$ cat config.mk
export PLATFORM = sky130hd
export DESIGN_NAME = comparator_control_irq
export DESIGN_NICKNAME = d
export VERILOG_FILES = /design/src/comparator_control_irq.v
export VERILOG_INCLUDE_DIRS = /design/src
export SDC_FILE = /design/constraint.sdc
export NUM_CORES = 1
export LEC_CHECK = 0
export BUFFER_PORTS_ARGS = -buffer_cell sky130_fd_sc_hd__buf_2
export CORE_ASPECT_RATIO = 1.75
export CORE_MARGIN = 4
export CORE_UTILIZATION = 45
export DETAILED_ROUTE_END_ITERATION = 10
export GPL_ROUTABILITY_DRIVEN = 0
export GPL_TIMING_DRIVEN = 0
export PLACE_DENSITY = 0.8
export REMOVE_ABC_BUFFERS = 1
export SLEW_MARGIN = 20
export SYNTH_ARGS = -nofsm -noshare
export SYNTH_HDL_FRONTEND = slang
export SYNTH_SLANG_ARGS = --single-unit
$ cat constraint.sdc
create_clock -name aclk -period 1.93 [get_ports aclk]
set_input_delay 0.4825 -clock aclk [delete_from_list [all_inputs] [get_ports aclk]]
set_output_delay 0.4825 -clock aclk [all_outputs]
set_load 0.005 [all_outputs]
$ cat src/comparator_defs.vh
// register indices, field positions and reset values of the comparator control block
`ifndef COMPARATOR_DEFS_VH
`define COMPARATOR_DEFS_VH

// register indices; byte address is four times the index
`define IDX_CMP_ONE_CFG        10'h001
`define IDX_CMP_TWO_CFG        10'h002
`define IDX_IRQ_EN_ZERO        10'h003
`define IDX_IRQ_EN_ONE         10'h004
`define IDX_EVT_STATUS         10'h005
`define IDX_EVT_MASK           10'h006
`define IDX_PIN_DIN_DISABLE    10'h0F6

// comparator configuration fields
`define CFG_CHANGE_FLAG        0
`define CFG_RESULT             1
`define CFG_PIN_OUT_EN         2
`define CFG_NEG_INTERNAL       3
`define CFG_POS_SEL_B          4
`define CFG_ENABLE             5

// interrupt enable fields
`define IRQ_ENABLE_REG_ZERO_GLOBAL            7
`define IRQ_ENABLE_REG_ONE_CMP_ONE           5
`define IRQ_ENABLE_REG_ONE_CMP_TWO           6

// event status and mask fields
`define EVT_CMP_ONE            0
`define EVT_CMP_TWO            1

// reset values
`define RST_CFG                8'h00
`define RST_IEN                8'h00
`define RST_DIN_DISABLE        8'h00
`define RST_EVT                2'h0

// bus answers
`define RESP_OKAY              2'b00
`define RESP_SLVERR            2'b10

`endif

$ cat src/comparator_control_irq.v
// comparator control, change flags, interrupt gating and wake-up with an AXI4-Lite slave
//
// Operation
// - each comparator sets its own change flag
// - request needs flag, own enable, global enable
// - comparators keep running in idle and power-down
// - enabled change wakes processor without clock
// - value 24h: on, input A, ref pin, pin out
// - flag is bit 0; writing back the value anded with 0feh clears only it
// - set bits disable matching port 0 digital inputs
// - single external input uses internal reference
// - positive inputs on port 0 bits 4, 3, 1
// - reference on bit 5, outputs on bits 6, 0
`include "comparator_defs.vh"

module comparator_control_irq #(
    parameter ADDR_W = 12
) (
    input  wire              aclk,
    input  wire              aresetn,
    // axi4-lite slave
    input  wire [ADDR_W-1:0] s_axi_awaddr,
    input  wire              s_axi_awvalid,
    output wire              s_axi_awready,
    input  wire [31:0]       s_axi_wdata,
    input  wire [3:0]        s_axi_wstrb,
    input  wire              s_axi_wvalid,
    output wire              s_axi_wready,
    output reg  [1:0]        s_axi_bresp,
    output reg               s_axi_bvalid,
    input  wire              s_axi_bready,
    input  wire [ADDR_W-1:0] s_axi_araddr,
    input  wire              s_axi_arvalid,
    output wire              s_axi_arready,
    output reg  [31:0]       s_axi_rdata,
    output reg  [1:0]        s_axi_rresp,
    output reg               s_axi_rvalid,
    input  wire              s_axi_rready,
    // analog comparator cores
    input  wire              cmp_one_result,
    input  wire              cmp_two_result,
    output wire              cmp_one_enable,
    output wire              cmp_two_enable,
    output wire              cmp_one_pos_sel_b,
    output wire              cmp_one_neg_internal,
    output wire              cmp_two_neg_internal,
    // port 0 pin side
    output wire              cmp_one_pin_out,
    output wire              cmp_one_pin_oe,
    output wire              cmp_two_pin_out,
    output wire              cmp_two_pin_oe,
    output wire [7:0]        analog_pin_digital_input_disable,
    // interrupt side
    output wire              cmp_one_irq_req,
    output wire              cmp_two_irq_req,
    output wire              cmp_wake,
    output wire              irq
);

    // ------------------------------------------------------------
    // address decode
    // ------------------------------------------------------------
    function [9:0] reg_index;
        input [ADDR_W-1:0] addr;
        begin
            reg_index = addr[11:2];
        end
    endfunction

    function is_mapped;
        input [9:0] idx;
        begin
            case (idx)
                `IDX_CMP_ONE_CFG,
                `IDX_CMP_TWO_CFG,
                `IDX_IRQ_EN_ZERO,
                `IDX_IRQ_EN_ONE,
                `IDX_EVT_STATUS,
                `IDX_EVT_MASK,
                `IDX_PIN_DIN_DISABLE: is_mapped = 1'b1;
                default:              is_mapped = 1'b0;
            endcase
        end
    endfunction

    // ------------------------------------------------------------
    // registers
    // ------------------------------------------------------------
    reg  [7:0]        cmp_one_cfg_q;
    reg  [7:0]        cmp_two_cfg_q;
    reg  [7:0]        irq_enable_reg_zero_q;
    reg  [7:0]        irq_enable_reg_one_q;
    reg  [7:0]        din_disable_q;
    reg  [1:0]        evt_status_q;
    reg  [1:0]        evt_mask_q;

    reg               aw_got_q;
    reg               w_got_q;
    reg  [ADDR_W-1:0] awaddr_q;
    reg  [31:0]       wdata_q;
    reg  [3:0]        wstrb_q;

    // comparator synchronisers and last sample
    reg               one_meta_q;
    reg               one_sync_q;
    reg               one_last_q;
    reg               two_meta_q;
    reg               two_sync_q;
    reg               two_last_q;

    wire              wr_fire;
    wire [9:0]        wr_idx;
    wire              wr_lane;
    wire              rd_fire;
    wire [9:0]        rd_idx;
    wire              rd_status;
    wire              one_change;
    wire              two_change;
    wire              global_irq_enable;
    wire              cmp_one_irq_enable;
    wire              cmp_two_irq_enable;

    // ------------------------------------------------------------
    // write channel
    // ------------------------------------------------------------
    assign s_axi_awready = ~aw_got_q & ~s_axi_bvalid;
    assign s_axi_wready  = ~w_got_q & ~s_axi_bvalid;
    assign wr_fire       = aw_got_q & w_got_q & ~s_axi_bvalid;
    assign wr_idx        = reg_index(awaddr_q);
    assign wr_lane       = wr_fire & wstrb_q[0];

    always @(posedge aclk) begin
        if (!aresetn) begin
            aw_got_q     <= 1'b0;
            w_got_q      <= 1'b0;
            awaddr_q     <= {ADDR_W{1'b0}};
            wdata_q      <= 32'h0000_0000;
            wstrb_q      <= 4'h0;
            s_axi_bvalid <= 1'b0;
            s_axi_bresp  <= `RESP_OKAY;
        end else begin
            if (s_axi_awvalid && s_axi_awready) begin
                aw_got_q <= 1'b1;
                awaddr_q <= s_axi_awaddr;
            end
            if (s_axi_wvalid && s_axi_wready) begin
                w_got_q <= 1'b1;
                wdata_q <= s_axi_wdata;
                wstrb_q <= s_axi_wstrb;
            end
            if (wr_fire) begin
                aw_got_q     <= 1'b0;
                w_got_q      <= 1'b0;
                s_axi_bvalid <= 1'b1;
                s_axi_bresp  <= is_mapped(wr_idx) ? `RESP_OKAY : `RESP_SLVERR;
            end else if (s_axi_bvalid && s_axi_bready) begin
                s_axi_bvalid <= 1'b0;
            end
        end
    end

    // ------------------------------------------------------------
    // read channel
    // ------------------------------------------------------------
    assign s_axi_arready = ~s_axi_rvalid;
    assign rd_fire       = s_axi_arvalid & s_axi_arready;
    assign rd_idx        = reg_index(s_axi_araddr);
    assign rd_status     = rd_fire & (rd_idx == `IDX_EVT_STATUS);

    always @(posedge aclk) begin
        if (!aresetn) begin
            s_axi_rvalid <= 1'b0;
            s_axi_rdata  <= 32'h0000_0000;
            s_axi_rresp  <= `RESP_OKAY;
        end else if (rd_fire) begin
            s_axi_rvalid <= 1'b1;
            s_axi_rresp  <= is_mapped(rd_idx) ? `RESP_OKAY : `RESP_SLVERR;
            case (rd_idx)
                `IDX_CMP_ONE_CFG:     s_axi_rdata <= {24'h000000, cmp_one_cfg_q};
                `IDX_CMP_TWO_CFG:     s_axi_rdata <= {24'h000000, cmp_two_cfg_q};
                `IDX_IRQ_EN_ZERO:     s_axi_rdata <= {24'h000000, irq_enable_reg_zero_q};
                `IDX_IRQ_EN_ONE:      s_axi_rdata <= {24'h000000, irq_enable_reg_one_q};
                `IDX_EVT_STATUS:      s_axi_rdata <= {30'h0, evt_status_q};
                `IDX_EVT_MASK:        s_axi_rdata <= {30'h0, evt_mask_q};
                `IDX_PIN_DIN_DISABLE: s_axi_rdata <= {24'h000000, din_disable_q};
                default:              s_axi_rdata <= 32'h0000_0000;
            endcase
        end else if (s_axi_rready) begin
            s_axi_rvalid <= 1'b0;
        end
    end

    // ------------------------------------------------------------
    // comparator output synchronisers
    // ------------------------------------------------------------
    always @(posedge aclk) begin
        if (!aresetn) begin
            one_meta_q <= 1'b0;
            one_sync_q <= 1'b0;
            one_last_q <= 1'b0;
            two_meta_q <= 1'b0;
            two_sync_q <= 1'b0;
            two_last_q <= 1'b0;
        end else begin
            one_meta_q <= cmp_one_result;
            one_sync_q <= one_meta_q;
            one_last_q <= one_sync_q;
            two_meta_q <= cmp_two_result;
            two_sync_q <= two_meta_q;
            two_last_q <= two_sync_q;
        end
    end

    // change only counts while the comparator is switched on
    assign one_change = cmp_one_cfg_q[`CFG_ENABLE] & (one_sync_q ^ one_last_q);
    assign two_change = cmp_two_cfg_q[`CFG_ENABLE] & (two_sync_q ^ two_last_q);

    // ------------------------------------------------------------
    // configuration registers
    // ------------------------------------------------------------
    // result bit is read-only; a change wins over a software clear
    always @(posedge aclk) begin
        if (!aresetn) begin
            cmp_one_cfg_q <= `RST_CFG;
            cmp_two_cfg_q <= `RST_CFG;
        end else begin
            if (wr_lane && wr_idx == `IDX_CMP_ONE_CFG) begin
                cmp_one_cfg_q <= wdata_q[7:0];
            end
            if (wr_lane && wr_idx == `IDX_CMP_TWO_CFG) begin
                cmp_two_cfg_q <= wdata_q[7:0];
            end
            cmp_one_cfg_q[`CFG_RESULT] <= one_sync_q;
            cmp_two_cfg_q[`CFG_RESULT] <= two_sync_q;
            if (one_change) begin
                cmp_one_cfg_q[`CFG_CHANGE_FLAG] <= 1'b1;
            end
            if (two_change) begin
                cmp_two_cfg_q[`CFG_CHANGE_FLAG] <= 1'b1;
            end
        end
    end

    always @(posedge aclk) begin
        if (!aresetn) begin
            irq_enable_reg_zero_q <= `RST_IEN;
            irq_enable_reg_one_q  <= `RST_IEN;
            din_disable_q         <= `RST_DIN_DISABLE;
            evt_mask_q            <= `RST_EVT;
        end else if (wr_lane) begin
            case (wr_idx)
                `IDX_IRQ_EN_ZERO:     irq_enable_reg_zero_q <= wdata_q[7:0];
                `IDX_IRQ_EN_ONE:      irq_enable_reg_one_q  <= wdata_q[7:0];
                `IDX_PIN_DIN_DISABLE: din_disable_q         <= wdata_q[7:0];
                `IDX_EVT_MASK:        evt_mask_q            <= wdata_q[1:0];
                default:              evt_mask_q            <= evt_mask_q;
            endcase
        end
    end

    // ------------------------------------------------------------
    // sticky event status, cleared by reading it
    // ------------------------------------------------------------
    always @(posedge aclk) begin
        if (!aresetn) begin
            evt_status_q <= `RST_EVT;
        end else begin
            evt_status_q <= (rd_status ? 2'b00 : evt_status_q) | {two_change, one_change};
        end
    end

    assign irq = |(evt_status_q & evt_mask_q);

    // ------------------------------------------------------------
    // interrupt requests and wake-up
    // ------------------------------------------------------------
    assign global_irq_enable  = irq_enable_reg_zero_q[`IRQ_ENABLE_REG_ZERO_GLOBAL];
    assign cmp_one_irq_enable = irq_enable_reg_one_q[`IRQ_ENABLE_REG_ONE_CMP_ONE];
    assign cmp_two_irq_enable = irq_enable_reg_one_q[`IRQ_ENABLE_REG_ONE_CMP_TWO];

    assign cmp_one_irq_req = cmp_one_cfg_q[`CFG_CHANGE_FLAG] & cmp_one_irq_enable
                             & global_irq_enable;
    assign cmp_two_irq_req = cmp_two_cfg_q[`CFG_CHANGE_FLAG] & cmp_two_irq_enable
                             & global_irq_enable;

    // raw compare against last sample works with the clock stopped
    assign cmp_wake = global_irq_enable & (
                      (cmp_one_irq_enable & cmp_one_cfg_q[`CFG_ENABLE]
                       & (cmp_one_result ^ one_last_q))
                    | (cmp_two_irq_enable & cmp_two_cfg_q[`CFG_ENABLE]
                       & (cmp_two_result ^ two_last_q))
                    | cmp_one_irq_req | cmp_two_irq_req);

    // ------------------------------------------------------------
    // analog routing and pins
    // ------------------------------------------------------------
    // enables depend on configuration only, never on power mode
    assign cmp_one_enable       = cmp_one_cfg_q[`CFG_ENABLE];
    assign cmp_two_enable       = cmp_two_cfg_q[`CFG_ENABLE];
    // 0 selects bit 4 (input a), 1 selects bit 3 (input b)
    assign cmp_one_pos_sel_b    = cmp_one_cfg_q[`CFG_POS_SEL_B];
    // 0 takes the reference pin on bit 5
    assign cmp_one_neg_internal = cmp_one_cfg_q[`CFG_NEG_INTERNAL];
    // comparator two has one external pin, bit 1, so always internal
    assign cmp_two_neg_internal = 1'b1;

    assign cmp_one_pin_out = one_sync_q;
    assign cmp_one_pin_oe  = cmp_one_cfg_q[`CFG_ENABLE] & cmp_one_cfg_q[`CFG_PIN_OUT_EN];
    assign cmp_two_pin_out = two_sync_q;
    assign cmp_two_pin_oe  = cmp_two_cfg_q[`CFG_ENABLE] & cmp_two_cfg_q[`CFG_PIN_OUT_EN];

    assign analog_pin_digital_input_disable = din_disable_q;

endmodule // comparator_control_irq

# After elaboration in Yosys (flattened, before gate mapping)

Index checks and enable logic that the tools add are counted.

RAM bits: 0
Bits in read-only memories: 0
Bits in registers: 109
Memories kept: 0
Input port bits: 69
Bits in latches: 0
Logic and storage cells: 108
Output and inout bits: 62

Bitwise logic cells: 34
Multiplexer cells: 18
Shifts and indexed selects: 0
Order comparisons: 0
Reduce and logical (&&, ||, !) cells: 17
$mul: 0
Divide/modulo/power cells: 0
Add/sub/neg operators: 0
Equality and inequality tests: 14

Operators by type and width:

| cell                                                                   | number |
|---|---|
| 10-bit by 3-bit equality test with 1-bit output, second input constant | 6 |
| 8-bit case mux with 7 select lines                                     | 1 |
| 10-bit by 2-bit equality test with 1-bit output, second input constant | 4 |
| 1-bit bitwise AND                                                      | 20 |
| 10-bit by 1-bit equality test with 1-bit output, second input constant | 2 |
| 10-bit by 8-bit equality test with 1-bit output, second input constant | 2 |
| 1-bit 2-to-1 mux                                                       | 14 |
| 7-bit OR reduction                                                     | 2 |
| 2-bit AND reduction                                                    | 4 |
| 2-bit nonzero test                                                     | 4 |
| 2-bit 2-to-1 mux                                                       | 3 |
| 1-bit logical AND                                                      | 5 |
| 1-bit inverter                                                         | 5 |
| 2-bit OR reduction                                                     | 2 |
| 1-bit XOR                                                              | 4 |
| 1-bit bitwise OR                                                       | 3 |
| 2-bit bitwise AND                                                      | 1 |
| 2-bit bitwise OR                                                       | 1 |

# Longest topological paths before layout

Depth after elaboration: 6
Mapped depth: 7
Depth with buffers taken out: 5

# Worst setup path after synthesis

No wires, ideal clock.

Path type: input to register
Start point: in s_axi_araddr[2]
End point: reg s_axi_rdata[7]
Data required time: 1854 ps
Setup slack: 69 ps
Setup time: 76 ps
Arrival time: 1785 ps
Stages: 6
Buffers on the path: 1
Path through: clkbuf_1 -> nor4b_1 -> a22oi_1 -> nor2_1 -> a221oi_1 -> o21ai_0

Word-level cells in the longest chain between the ends: 2
Elaborated cells between the ends (all ways): 8
Classes of those cells: 7 x eq/ne; 1 x mux

Ends and longest elaborated chain:

| item                                                                          | line                         | text |
|---|---|---|
| from (decl)                                                                   | comparator_control_irq.v:32  | `input wire [ADDR_W-1:0] s_axi_araddr,` |
| 10-bit by 8-bit equality test with 1-bit output, or another cell as far along | comparator_control_irq.v:178 | `case (rd_idx)` |
| 8-bit case mux with 7 select lines (*)                                        | comparator_control_irq.v:178 |  |
| to (signal assigned)                                                          | comparator_control_irq.v:179 | `` `IDX_CMP_ONE_CFG: s_axi_rdata <= {24'h000000, cmp_one_cfg_q}; `` |
| to (signal assigned)                                                          | comparator_control_irq.v:180 | `` `IDX_CMP_TWO_CFG: s_axi_rdata <= {24'h000000, cmp_two_cfg_q}; `` |
| to (signal assigned)                                                          | comparator_control_irq.v:181 | `` `IDX_IRQ_EN_ZERO: s_axi_rdata <= {24'h000000, irq_enable_reg_zero_q}; `` |
| to (decl)                                                                     | comparator_control_irq.v:35  | `output reg [31:0] s_axi_rdata,` |

Mark *: on every way between the ends. The rest lies on a longest branch, timed or not.
A chain may end at the register's enable or synchronous reset.

==> results by group <==
Status
  – Outcome: complete, no violations

Drt
  – First-pass DRT Iterations: 4
  – WL/cell: 16.01 um
  – # DRC: 0
  – Post-detailed-route count of antenna-violating nets: 0
  – Final wirelength: 9.030 mm
  – DR iter-0 viols: 213
  – DR vias/cell: 5.342
  – Vias: 3013

CTS
  – Clk Latency, worst-skew pair: 0.34 ns
  – Clk slew on worst S/H paths: 0.06 ns
  – Root Buffer: clkbuf_16
  – H-tree Lvls: 3
  – CTS tree: built
  – Max clock buf depth: 2
  – Num CTS Buffers: 9
  – Cts hold-fix bufs: 0
  – CTS Sinks: 81

GRT
  – Congestion Overflow GR: 0
  – Antenna violations before repair: 0
  – Maximum number of pins on one net before global-route repair: 47
  – Total GRT Usage: 0.1847
  – Number of global-route vias before repair: 2997
  – Global-route wire length before repair: 14.37 mm

Min path
  – Hold path startpoint: s_axi_rready
  – Worst hold path stage count: 2
  – Hold Path Class: in2reg
  – Worst Hold Path EP: s_axi_rvalid

STA
  – Relative slew slack: 0.5203
  – Post-layout min period: 1.858 ns
  – Achievable Freq: 538.2 MHz
  – Final-report hold violation count: 0
  – Worst slew pin tran: 0.7188 ns
  – Final setup vio count: 0
  – Final Cycle Share: 0.9626
  – TNS Setup: 0 ns
  – Max Slew Vio Count: 0
  – Clock Skews: 0.004543 ns

Power and ir drop
  – Pleak: 1.875 nW
  – Power density over cell area: 814.7 mW/mm^2
  – Max VDD drop: 0.4654 mV

Logic synthesis
  – Synthesized flop and latch total: 81
  – Syn Inst Count: 399
  – Register area share after synthesis: 0.4370
  – Library cells used by synthesis: 41
  – Mean post-synth cell area: 9.301 um^2
  – Post-synth EDFFs: 0
  – Yosys warning count: 0
  – Top FF cell, synth: dfxtp_1
  – Synthesized area: 0.003711 mm^2
  – Synth async-reset ratio: 0

Floorplanning
  – Starting Density: 0.4661
  – Die H: 128.1 um
  – # rows: 43
  – Chip Width: 76.65 um
  – Core area: 0.007963 mm^2
  – # IOs: 131
  – Die Area: 0.009821 mm^2

Finish
  – Layout cells sized above 1: 0.2637
  – Final nets: 538
  – N_diodes: 0
  – Final core utilization: 0.5559
  – Synthesis-to-layout area growth: 19.29%

Placed design
  – HPWL after DPL: 6.402 mm
  – I/O Buffers: 72

Worst setup path
  – Crit end category: output pin
  – R2R Setup Slk: 0.10 ns
  – CP arrival: 1.38 ns
  – Reg-to-Reg End: cmp_two_cfg_q[0]
  – R2r startpoint: awaddr_q[8]
  – Peak fanout along the critical path: 3
  – Reg2reg path depth: 7
  – CP Data Required Time: 1.45 ns
  – Startpoint Class: flop
  – Crit. Startpoint: cmp_two_cfg_q[1]
  – Type of the worst setup path: reg2out

Run
  – Max-Cap Viols: 0
-- worst max-delay path, cell delays in order (launching register included) --
cell     delay [ns]
dfxtp_1        0.33
xor2_1         0.16
a21o_1         0.17
a22oi_1        0.17
nor2b_1        0.07
buf_2          0.13
-- state kept, by name, summed over array words and instances (netlist names), 8 cells and up --
register / flops
awaddr_q: 10
analog_pin_digital_input_disable: 8
cmp_one_cfg_q: 8
cmp_two_cfg_q: 8
irq_enable_reg_one_q: 8
irq_enable_reg_zero_q: 8
s_axi_rdata: 8
wdata_q: 8
-- logic make-up after synthesis --
kind of cell / after synthesis / share of synthesized area
compound gates: 61 / 0.1042
xor+xnor: 4 / 0.009439
buf+inv: 49 / 0.07923
flops: 81 / 0.4370
mux: 61 / 0.1686
other cells: 2 / 0.002024
simple gates: 141 / 0.1996
-- cell usage in the layout, fill, tap and decap left out, drive strengths merged, types with 3 or more instances in the layout --
| cell | n |
|---|---|
| nor2b | 3 |
| clkinv | 3 |
| buf | 79 |
| a21oi | 20 |
| conb | 27 |
| mux2i | 49 |
| dfxtp | 81 |
| nand2 | 37 |
| and2 | 10 |
| xor2 | 4 |
| nand2b | 4 |
| o21ai | 13 |
| mux2 | 12 |
| nor3b | 3 |
| nor2 | 64 |
| nor4 | 6 |
| clkbuf | 13 |
| a221oi | 6 |
| and3 | 3 |
| inv | 4 |
| nand4 | 4 |
| a22oi | 9 |
-- per-layer routing --
metal | vias to the layer above | wire length, um | GRT usage | part of all wire
li1 | 1468 | - | - | -
met1 | 1421 | 3588 | 0.1989 | 0.40
met2 | 109 | 4741 | 0.3344 | 0.53
met3 | 15 | 501 | 0.04149 | 0.055
met4 | 0 | 199 | 0.09712 | 0.022
met5 | - | 0 | 0 | 0
-- where the power goes --
group          total, mW  internal, mW  switching (mW)
logic              0.264         0.110           0.154
registers           1.77          1.71          0.0603
clock network       1.57         0.935           0.633
-- synth_stat cells (5+ instances only) --
cell	number	area, um^2
a21oi_1	20	100.1
a221oi_1	6	52.55
a22oi_1	9	67.56
and2_1	10	62.56
buf_4	28	210.2
clkbuf_1	12	45.04
dfxtp_1	81	1622
mux2_2	12	135.1
mux2i_1	49	490.5
nand2_1	37	138.9
nor2_1	64	240.2
nor4_4	5	106.4
o21ai_0	13	65.06
-- cell type report --
type / count / area (um^2)
fillers: 726 / 3536
multi-input cells: 294 / 1924
flip-flops and latches: 81 / 1624
repair buffers: 79 / 475.5
clock buffers: 13 / 260.3
well taps: 90 / 112.6
clock inverters: 3 / 15.01
inverters: 4 / 15.01
-- stage by stage --
step / hold WS, ns / cell area [um^2] / setup WS, ns / cells / total power [mW]
floorplan: 0.4118 / 3526 / -0.1380 / 379 / 1.947
CTS: 0.3323 / 4385 / 0.007730 / 562 / 3.617
finish: 0.3337 / 4427 / 0.07212 / 564 / 3.606
global route: 0.3379 / 4427 / -0.0006439 / 564 / 3.725
global placement: 0.4205 / 3999 / -0.9560 / 541 / 2.047
detailed placement: 0.4263 / 4025 / -0.2699 / 542 / 2.065
-- how the worst max path moves through the flow --
stage,slack (ns),to,depth (start not counted)
4_1_cts,0.008,irq_enable_reg_one_q[2],5
6_report,0.07,cmp_wake,5
3_3_place_gp,-0.96,s_axi_rdata[3],5
5_1_grt,-0.0006,cmp_two_cfg_q[0],7
3_5_place_dp,-0.27,analog_pin_digital_input_disable[0],5
2_1_floorplan,-0.14,s_axi_rdata[0],4
-- repair_timing --
| action | in CTS | in global routing |
|---|---|---|
| resized for setup | 2 | 7 |
| setup endpoints to repair | 38 | 25 |
| pin swaps | 4 | 4 |
| setup buffers | 4 | 2 |
Power figures use the tool's default switching activity.
